<file path="src/design/btmr_pkg.sv">
// btmr_pkg: register map, field positions, reset values for the basic timer
// assumes a 32-bit apb slave with word-aligned registers
`default_nettype none

package btmr_pkg;

    // *****************************************************************
    // register offsets
    // *****************************************************************
    localparam logic [11:0] OFS_COUNT = 12'h000;
    localparam logic [11:0] OFS_PRELOAD = 12'h004;
    localparam logic [11:0] OFS_STATUS = 12'h008;
    localparam logic [11:0] OFS_IRQ_EN = 12'h00c;
    localparam logic [11:0] OFS_CONTROL = 12'h010;

    // *****************************************************************
    // control register fields
    // *****************************************************************
    localparam int CTL_ENABLE = 0;
    localparam int CTL_COUNT_UP = 2;
    localparam int CTL_AUTO_RESTART = 3;
    localparam int CTL_SOFT_RESET = 4;
    localparam int CTL_START = 5;
    localparam int CTL_RELOAD = 6;
    localparam int CTL_HALT = 7;
    localparam int CTL_PRESCALE_LSB = 16;
    localparam int PRESCALE_WIDTH = 16;

    // status and enable bit position
    localparam int EVT_BIT = 0;

    // *****************************************************************
    // widths and reset values
    // *****************************************************************
    localparam int WIDE_COUNT = 32;
    localparam int NARROW_COUNT = 16;
    localparam logic [31:0] MASK_WIDE = 32'hffffffff;
    localparam logic [31:0] MASK_NARROW = 32'h0000ffff;
    localparam logic [31:0] RST_COUNT = 32'h00000000;
    localparam logic [31:0] RST_PRELOAD = 32'h00000000;
    localparam logic [15:0] RST_PRESCALE = 16'h0000;
    localparam logic [31:0] RD_ZERO = 32'h00000000;

endpackage : btmr_pkg

`default_nettype wire

</file>
<file path="src/design/btmr_prescaler.sv">
// btmr_prescaler: clock-enable divider, one tick every setting plus one clocks
// assumes a synchronous reset and a restart request from the timer core
`default_nettype none

module btmr_prescaler (
    input wire logic core_clk,
    input wire logic rst_any,
    input wire logic ce,
    input wire logic run,
    input wire logic restart,
    input wire logic [btmr_pkg::PRESCALE_WIDTH-1:0] divisor,
    output logic tick
);

    // *****************************************************************
    // state
    // *****************************************************************
    typedef struct packed {
        logic [btmr_pkg::PRESCALE_WIDTH-1:0] cnt;
    } btmr_psc_state_t;

    btmr_psc_state_t state_reg;
    btmr_psc_state_t state_next;

    assign tick = run && !restart && (state_reg.cnt >= divisor);

    // divider count, held at zero while stopped or restarting
    always_comb begin
        state_next = state_reg;
        if (!run || restart || tick) begin
            state_next.cnt = '0;
        end else begin
            state_next.cnt = state_reg.cnt + 16'h0001;
        end
    end

    // register with reset priority over clock enable
    always_ff @(posedge core_clk) begin
        if (rst_any) begin
            state_reg <= '0;
        end else if (ce) begin
            state_reg <= state_next;
        end
    end

endmodule : btmr_prescaler

`default_nettype wire

</file>
<file path="src/design/btmr_timer.sv">
// btmr_timer: 16 or 32 bit basic timer with prescaler, up/down, one-shot or restart
// assumes an apb master on core_clk and a power manager reading the sleep outputs
//
// How it works
// - system reset returns all registers and logic to defaults
// - control soft reset bit makes a self reset restoring all defaults
// - timer reset is the or of system reset and soft reset
// - limit sets event flag; interrupt output is flag and its enable
// - power manager may sleep the block only while start is clear
// - asleep when not enabled, not started, or halted
// - prescaler field sets time per counter lsb
// - counter increments or decrements as configured
// - one-shot stops at limit and holds event as level
// - continuous mode reloads from preload at limit, event one pulse
// - control writes reload, halt or start the counter
// - count register shows hardware count and takes firmware writes
// - read data latched whole so byte reads see consistent value
// - 16-bit instance: upper count and preload bits read zero
// - automatic restart loads counter from preload register
// - preload has the same implemented width as the counter
// - registers decode at fixed offsets from instance base
// - prescaler ticks every setting plus one clocks
// - start resets divider, clears events; one-shot limit clears start
// - reload keeps counting; no effect after one-shot completes
//
// Chosen here: the APB interface to the registers.
`default_nettype none

module btmr_timer #(
    parameter int COUNT_WIDTH = btmr_pkg::WIDE_COUNT
) (
    input wire logic core_clk,
    input wire logic rstn,
    input wire logic ce,
    input wire logic psel,
    input wire logic penable,
    input wire logic pwrite,
    input wire logic [11:0] paddr,
    input wire logic [31:0] pwdata,
    output logic [31:0] prdata,
    output logic pready,
    output logic pslverr,
    output logic timer_irq,
    output logic timer_reset_out,
    output logic sleep_allowed,
    output logic asleep
);

    // *****************************************************************
    // helpers
    // *****************************************************************

    // mask of implemented counter bits for this instance width
    localparam logic [31:0] CNT_MASK = (COUNT_WIDTH == btmr_pkg::NARROW_COUNT) ?
        btmr_pkg::MASK_NARROW : btmr_pkg::MASK_WIDE;

    function automatic logic reg_hit(input logic [11:0] addr, input logic [11:0] ofs);
        reg_hit = (addr == ofs);
    endfunction : reg_hit

    // true when the address names any register
    function automatic logic reg_mapped(input logic [11:0] addr);
        reg_mapped = reg_hit(addr, btmr_pkg::OFS_COUNT) ||
            reg_hit(addr, btmr_pkg::OFS_PRELOAD) ||
            reg_hit(addr, btmr_pkg::OFS_STATUS) ||
            reg_hit(addr, btmr_pkg::OFS_IRQ_EN) ||
            reg_hit(addr, btmr_pkg::OFS_CONTROL);
    endfunction : reg_mapped

    // one counter step in the configured direction, kept to the instance width
    function automatic logic [31:0] count_step(input logic [31:0] value, input logic up);
        if (up) begin
            count_step = (value + 32'h00000001) & CNT_MASK;
        end else begin
            count_step = (value - 32'h00000001) & CNT_MASK;
        end
    endfunction : count_step

    // *****************************************************************
    // behaviour notes
    // *****************************************************************
    // counting
    //   one divider tick per prescale plus one clocks while enabled, started
    //   and not halted; the divider restarts from zero when a control write sets start from clear
    //   the first tick lands prescale plus one clocks after the start write
    //   a prescale change during a run may give one short or long tick
    //   the limit is checked on the tick after the counter arrives there,
    //   so a down count from n fires on tick n plus one
    // events
    //   one-shot: start clears and the event flag stays set until cleared
    //   restart: the counter takes the preload and the flag lasts one cycle
    //   a set wins over a write-one clear or a start write in the same cycle
    //   the interrupt follows the flag only while its enable is set
    // firmware writes
    //   a count write replaces that cycle's tick step; avoid it while running
    //   a reload acts only while start is set, so not in the start write
    //   reload and soft reset are strobes and read back as zero
    //   soft reset lasts one cycle and is cleared by the reset it causes
    // bus
    //   zero wait states; read data is captured whole in the setup cycle
    //   unmapped or unaligned addresses answer pslverr, read zero, no write
    //   with ce low the block is frozen except for reset, and bus transfers are lost
    // power
    //   sleep is allowed whenever start is clear
    //   asleep also covers a disabled or halted timer

    // *****************************************************************
    // state
    // *****************************************************************
    typedef struct packed {
        logic [31:0] count_value;
        logic [31:0] restart_value;
        logic event_flag;
        logic event_enable;
        logic [btmr_pkg::PRESCALE_WIDTH-1:0] prescale;
        logic enable;
        logic count_up;
        logic auto_restart;
        logic soft_reset;
        logic start;
        logic halt;
        logic [31:0] rdata;
        // registered copies of the status outputs
        logic irq_out;
        logic sleep_ok;
        logic asleep_out;
    } btmr_state_t;

    btmr_state_t state_reg;
    btmr_state_t state_next;

    logic timer_rst;
    logic setup_rd;
    logic wr_fire;
    logic tick;
    logic running;
    logic start_rise;
    logic psc_restart;
    logic at_limit;
    logic [31:0] ctl_view;
    logic [31:0] limit_value;
    logic unmapped;

    // *****************************************************************
    // reset and bus handshake
    // *****************************************************************

    // combined timer reset from system and soft reset
    assign timer_rst = !rstn || state_reg.soft_reset;
    assign timer_reset_out = timer_rst;

    // address names no register of this block
    assign unmapped = !reg_mapped(paddr);

    // zero-wait slave: access phase always completes
    assign pready = psel && penable;
    assign pslverr = psel && penable && unmapped;
    assign setup_rd = psel && !penable && !pwrite;
    assign wr_fire = psel && penable && pwrite && !unmapped;
    assign prdata = state_reg.rdata;

    // *****************************************************************
    // status outputs
    // *****************************************************************

    // status outputs straight from their flip-flops
    assign timer_irq = state_reg.irq_out;
    assign sleep_allowed = state_reg.sleep_ok;
    assign asleep = state_reg.asleep_out;

    // counting runs only when enabled, started and not halted
    assign running = state_reg.enable && state_reg.start && !state_reg.halt;

    // start going from clear to set by a control write
    assign start_rise = wr_fire && reg_hit(paddr, btmr_pkg::OFS_CONTROL) &&
        pwdata[btmr_pkg::CTL_START] && !state_reg.start;

    assign psc_restart = start_rise;

    assign limit_value = state_reg.count_up ? CNT_MASK : btmr_pkg::RST_COUNT;
    assign at_limit = (state_reg.count_value == limit_value);

    // control register as read back; reload and soft reset read zero
    always_comb begin
        ctl_view = btmr_pkg::RD_ZERO;
        ctl_view[btmr_pkg::CTL_ENABLE] = state_reg.enable;
        ctl_view[btmr_pkg::CTL_COUNT_UP] = state_reg.count_up;
        ctl_view[btmr_pkg::CTL_AUTO_RESTART] = state_reg.auto_restart;
        ctl_view[btmr_pkg::CTL_START] = state_reg.start;
        ctl_view[btmr_pkg::CTL_HALT] = state_reg.halt;
        ctl_view[btmr_pkg::CTL_PRESCALE_LSB +: btmr_pkg::PRESCALE_WIDTH] = state_reg.prescale;
    end

    // *****************************************************************
    // prescaler
    // *****************************************************************

    btmr_prescaler u_prescaler (
        .core_clk(core_clk),
        .rst_any(timer_rst),
        .ce(ce),
        .run(running),
        .restart(psc_restart),
        .divisor(state_reg.prescale),
        .tick(tick)
    );

    // *****************************************************************
    // next state
    // *****************************************************************
    always_comb begin
        state_next = state_reg;
        // priority, lowest first: self-clearing bits, read capture, counting,
        // firmware writes, then the limit event; later steps override earlier
        // soft reset is a one-cycle strobe, cleared by the reset it causes
        state_next.soft_reset = 1'b0;

        // restart-mode event lasts one cycle only
        if (state_reg.auto_restart) begin
            state_next.event_flag = 1'b0;
        end

        // whole register captured in setup so a read is consistent
        if (setup_rd) begin
            state_next.rdata = btmr_pkg::RD_ZERO;
            if (reg_hit(paddr, btmr_pkg::OFS_COUNT)) begin
                state_next.rdata = state_reg.count_value & CNT_MASK;
            end else if (reg_hit(paddr, btmr_pkg::OFS_PRELOAD)) begin
                state_next.rdata = state_reg.restart_value & CNT_MASK;
            end else if (reg_hit(paddr, btmr_pkg::OFS_STATUS)) begin
                state_next.rdata[btmr_pkg::EVT_BIT] = state_reg.event_flag;
            end else if (reg_hit(paddr, btmr_pkg::OFS_IRQ_EN)) begin
                state_next.rdata[btmr_pkg::EVT_BIT] = state_reg.event_enable;
            end else if (reg_hit(paddr, btmr_pkg::OFS_CONTROL)) begin
                state_next.rdata = ctl_view;
            end
        end

        // count step on each divider tick
        if (tick) begin
            if (at_limit) begin
                if (state_reg.auto_restart) begin
                    state_next.count_value = state_reg.restart_value & CNT_MASK;
                end else begin
                    state_next.start = 1'b0;
                end
            end else begin
                state_next.count_value = count_step(state_reg.count_value, state_reg.count_up);
            end
        end

        // register writes take effect in the access phase
        if (wr_fire) begin
            if (reg_hit(paddr, btmr_pkg::OFS_COUNT)) begin
                state_next.count_value = pwdata & CNT_MASK;
            end
            if (reg_hit(paddr, btmr_pkg::OFS_PRELOAD)) begin
                state_next.restart_value = pwdata & CNT_MASK;
            end
            if (reg_hit(paddr, btmr_pkg::OFS_STATUS) && pwdata[btmr_pkg::EVT_BIT]) begin
                state_next.event_flag = 1'b0; // write one to clear
            end
            if (reg_hit(paddr, btmr_pkg::OFS_IRQ_EN)) begin
                state_next.event_enable = pwdata[btmr_pkg::EVT_BIT];
            end
            if (reg_hit(paddr, btmr_pkg::OFS_CONTROL)) begin
                state_next.enable = pwdata[btmr_pkg::CTL_ENABLE];
                state_next.count_up = pwdata[btmr_pkg::CTL_COUNT_UP];
                state_next.auto_restart = pwdata[btmr_pkg::CTL_AUTO_RESTART];
                state_next.prescale =
                    pwdata[btmr_pkg::CTL_PRESCALE_LSB +: btmr_pkg::PRESCALE_WIDTH];
                state_next.halt = pwdata[btmr_pkg::CTL_HALT];
                state_next.start = pwdata[btmr_pkg::CTL_START];
                state_next.soft_reset = pwdata[btmr_pkg::CTL_SOFT_RESET];
                if (start_rise) begin
                    state_next.event_flag = 1'b0;
                end
                // reload only while start is set
                if (pwdata[btmr_pkg::CTL_RELOAD] && state_reg.start) begin
                    state_next.count_value = state_reg.restart_value & CNT_MASK;
                end
            end
        end

        // limit event set last so it wins over a clear
        if (tick && at_limit) begin
            state_next.event_flag = 1'b1;
        end

        // status outputs follow the final next state, so they change with it
        // interrupt gated by enable
        state_next.irq_out = state_next.event_flag && state_next.event_enable;
        state_next.sleep_ok = !state_next.start;
        // asleep when disabled, stopped or halted
        state_next.asleep_out = !state_next.enable || !state_next.start || state_next.halt;
    end

    // *****************************************************************
    // state register
    // *****************************************************************

    // system or soft reset restores every default
    always_ff @(posedge core_clk) begin
        if (timer_rst) begin
            // counter and preload
            state_reg.count_value <= btmr_pkg::RST_COUNT;
            state_reg.restart_value <= btmr_pkg::RST_PRELOAD;
            // events
            state_reg.event_flag <= 1'b0;
            state_reg.event_enable <= 1'b0;
            // control fields
            state_reg.prescale <= btmr_pkg::RST_PRESCALE;
            state_reg.enable <= 1'b0;
            state_reg.count_up <= 1'b0;
            state_reg.auto_restart <= 1'b0;
            state_reg.soft_reset <= 1'b0;
            state_reg.start <= 1'b0;
            state_reg.halt <= 1'b0;
            // read data and status outputs of an idle timer
            state_reg.rdata <= btmr_pkg::RD_ZERO;
            state_reg.irq_out <= 1'b0;
            state_reg.sleep_ok <= 1'b1;
            state_reg.asleep_out <= 1'b1;
        end else if (ce) begin
            state_reg <= state_next;
        end
    end

endmodule : btmr_timer

`default_nettype wire

</file>
<file path="config.mk">
export PLATFORM = sky130hd
export DESIGN_NAME = btmr_timer
export DESIGN_NICKNAME = d
export VERILOG_FILES = /design/src/design/btmr_pkg.sv /design/src/design/btmr_prescaler.sv /design/src/design/btmr_timer.sv
export SDC_FILE = /design/constraint.sdc
export NUM_CORES = 1
export LEC_CHECK = 0
export BUFFER_PORTS_ARGS = -buffer_cell sky130_fd_sc_hd__buf_2
export CAP_MARGIN = 30
export CORE_MARGIN = 2
export CORE_UTILIZATION = 47
export DETAILED_ROUTE_END_ITERATION = 10
export MAX_ROUTING_LAYER = met4
export PLACE_DENSITY = 0.66
export SLEW_MARGIN = 30
export SYNTH_ARGS = -nofsm -noshare
export SYNTH_HDL_FRONTEND = slang
export SYNTH_SLANG_ARGS = --single-unit
</file>
<file path="constraint.sdc">
create_clock -name core_clk -period 8.16 [get_ports core_clk]
set_input_delay 0.408 -clock core_clk [delete_from_list [all_inputs] [get_ports core_clk]]
set_output_delay 0.408 -clock core_clk [all_outputs]
set_load 0.01 [all_outputs]
</file>
==> results.json <==
{
  "yosysTopAreaCell": "dfxtp_1",
  "largest_reg_flops": 67,
  "io_buffers": 87,
  "cts-htree-levels": 4,
  "wl_per_cell_um": 20.2,
  "reg2reg_to": "state_reg[119]",
  "ant_nets": 0,
  "worstPathArrival_ns": 4.33,
  "grt_util_all_layers_pct": 30.2,
  "hold_path_depth": 3,
  "cts_tree": "built",
  "ys_seq_elements": 139,
  "rsz0062_at_grt": "no",
  "final_common_cell": "nand2_1",
  "initial_core_util_pct": 48.2,
  "drtIter0Drc": 1053,
  "final_layout_size_suffix_gt1_share_pct": 11.9,
  "cts_root_buf": "clkbuf_16",
  "dieArea_mm2": 0.0212,
  "hold_viol": 0,
  "clock_latency_ns": 0.43,
  "async_flop_share_pct": 0,
  "ctsHoldBuffers": 0,
  "final_cell_mix": "nand2_1, dfxtp_1, a21oi_1",
  "rrSetupSlack_ns": 4.20,
  "synth_area_leaders": "dfxtp_1, nand2_1, a21oi_1",
  "synth_cells": 1264,
  "synth_edf_count": 0,
  "clock_path_buffers": 2,
  "die_h_um": 146,
  "hold_path_class": "primary input to flip-flop",
  "setup_violations": 0,
  "timing.fmax_ghz": 0.252,
  "rows": 51,
  "synth_nets": 1362,
  "fin_crit_ns": 3.96,
  "critPathMaxFanout": 30,
  "hold_start": "pwdata[10]",
  "finalMaxSlewViolations": 0,
  "critical_path_required_ns": 8.53,
  "start_kind": "flip-flop",
  "areaGrowthSynthToFinish_pct": 10.7,
  "power_density_mw_per_mm2": 168,
  "skew_ns": 0.00987,
  "peakVddDrop_mv": 0.129,
  "grt_pass1_vias": 8798,
  "avgSynthCellArea_um2": 7.44,
  "core_mm2": 0.0195,
  "hold_end": "state_reg[69]",
  "gp_congestion": 0.948,
  "postCtsSetupBuffers": 0,
  "pin_count": 88,
  "synth.top_cell.area_share_pct": 29.6,
  "fin_crit_sh_pct": 48.6,
  "finalSetupTns_ns": 0,
  "seq_area_frac_synth_pct": 29.6,
  "endpoint_kind": "flip-flop",
  "hpwl_um": 21800,
  "avgViaCountPerCell": 6.09,
  "wl_um": 31400,
  "dieWidth_um": 146,
  "path_class": "flip-flop to flip-flop",
  "firstDrtPassIters": 5,
  "post_cts_resized": 0,
  "r2r-start": "ctl_view[2]",
  "synth.distinct_cells": 74,
  "numCtsBuffers": 17,
  "cts_num_sinks": 139,
  "clk_pin_slew_ns": 0.07,
  "drv_cap": 0,
  "drc_errors": 0,
  "synthFlopType": "dfxtp_1",
  "syn_area_mm2": 0.00941,
  "total_power_uw": 1750,
  "globalRoute.totalOverflow": 0,
  "yosysWarnings": 0,
  "rr_worst_depth": 12,
  "status": "finished, final reports clean",
  "num_vias": 9470,
  "antenna_found_initial": 0,
  "p_leak_uw": 0.00408,
  "grt_max_degree": 64,
  "grt_first_pass_wirelength_um": 49500,
  "n_antenna_cell": 0,
  "max_slew_margin_pct": 32.6,
  "worst_pin_slew_ns": 1.00,
  "nNetsFinal": 1376
}
## cells in the mapped netlist (15+ instances only)
library cell  instances
a211oi_1             46
clkbuf_1             58
xnor2_1              15
inv_1                33
and3_1               15
buf_4                35
o21ai_0              62
nor2_1              131
a21o_1               25
a21oi_1             137
ha_1                 47
dfxtp_1             139
nand2_1             202
mux2i_1              44
nand3_1              26
a22oi_1              21
xor2_1               17
nor3_1               18
## worst max path at each step
stage                     start              to  slack (ns)  depth (start not counted)
floorplan           ctl_view[2]  state_reg[113]        4.77                         11
global placement    ctl_view[2]  state_reg[119]        4.04                         12
detailed placement  ctl_view[2]  state_reg[113]        4.32                         10
CTS                 ctl_view[2]  state_reg[113]        4.30                         10
global route        ctl_view[2]  state_reg[113]        4.01                         10
finish              ctl_view[2]  state_reg[119]        4.20                         12
## final cells by class
cell class	instances	area (um^2)
flip-flops and latches	139	2780
clock buffers	17	425
inverters	34	129
clock inverters	14	233
fillers	1939	9110
multi-input cells	982	5950
repair buffers	104	563
well taps	265	332
## where the power goes
part | internal, uW | switching (uW) | total (uW)
Sequential | 687 | 7.79 | 695
Combinational | 59.9 | 105 | 165
Clock | 550 | 340 | 890
Total | 1300 | 453 | 1750
## per-stage QoR
step | hold WS [ns] | util, % | setup WS, ns | cell area, um^2 | instances
floorplan | 0.449 | - | 4.77 | 9410 | 1264
global route | 0.238 | 53.3 | 4.01 | 10400 | 1555
detailed placement | 0.459 | 50.0 | 4.32 | 9760 | 1524
global placement | 0.440 | 49.9 | 4.04 | 9750 | 1524
CTS | 0.216 | 53.3 | 4.30 | 10400 | 1555
finish | 0.223 | 53.3 | 4.20 | 10400 | 1555
## critical path: stages (launching register included)
cell	delay, ns
dfxtp_1	0.39
inv_2	0.50
ha_1	0.44
and4_1	0.26
nand4_1	0.23
nor2_1	0.09
nand3_1	0.12
nor2_1	0.15
nor3_1	0.81
buf_4	0.33
o21ai_1	0.09
a221o_1	0.39
nor2_1	0.09
## metal layers
metal | routed length (um) | up-vias | track usage, % | share of wire, %
li1 | - | 4558 | - | -
met1 | 14500 | 4424 | 41.6 | 46
met2 | 13100 | 418 | 42.8 | 42
met3 | 2990 | 70 | 8.03 | 9.5
met4 | 768 | 0 | 9.90 | 2.4
met5 | 0 | - | - | 0
## kinds of logic after synthesis
kind of cell / after synthesis / share of synthesized area, %
xor gates and xnor gates: 32 / 2.98
DFF: 139 / 29.6
and+or+nand+nor: 458 / 21.7
AOI/OAI and AO/OA: 398 / 26.9
adders and majority gates: 48 / 6.46
buffers and inverters: 143 / 7.45
muxes: 46 / 4.92
Note: power is estimated with default switching activity, not from simulation.
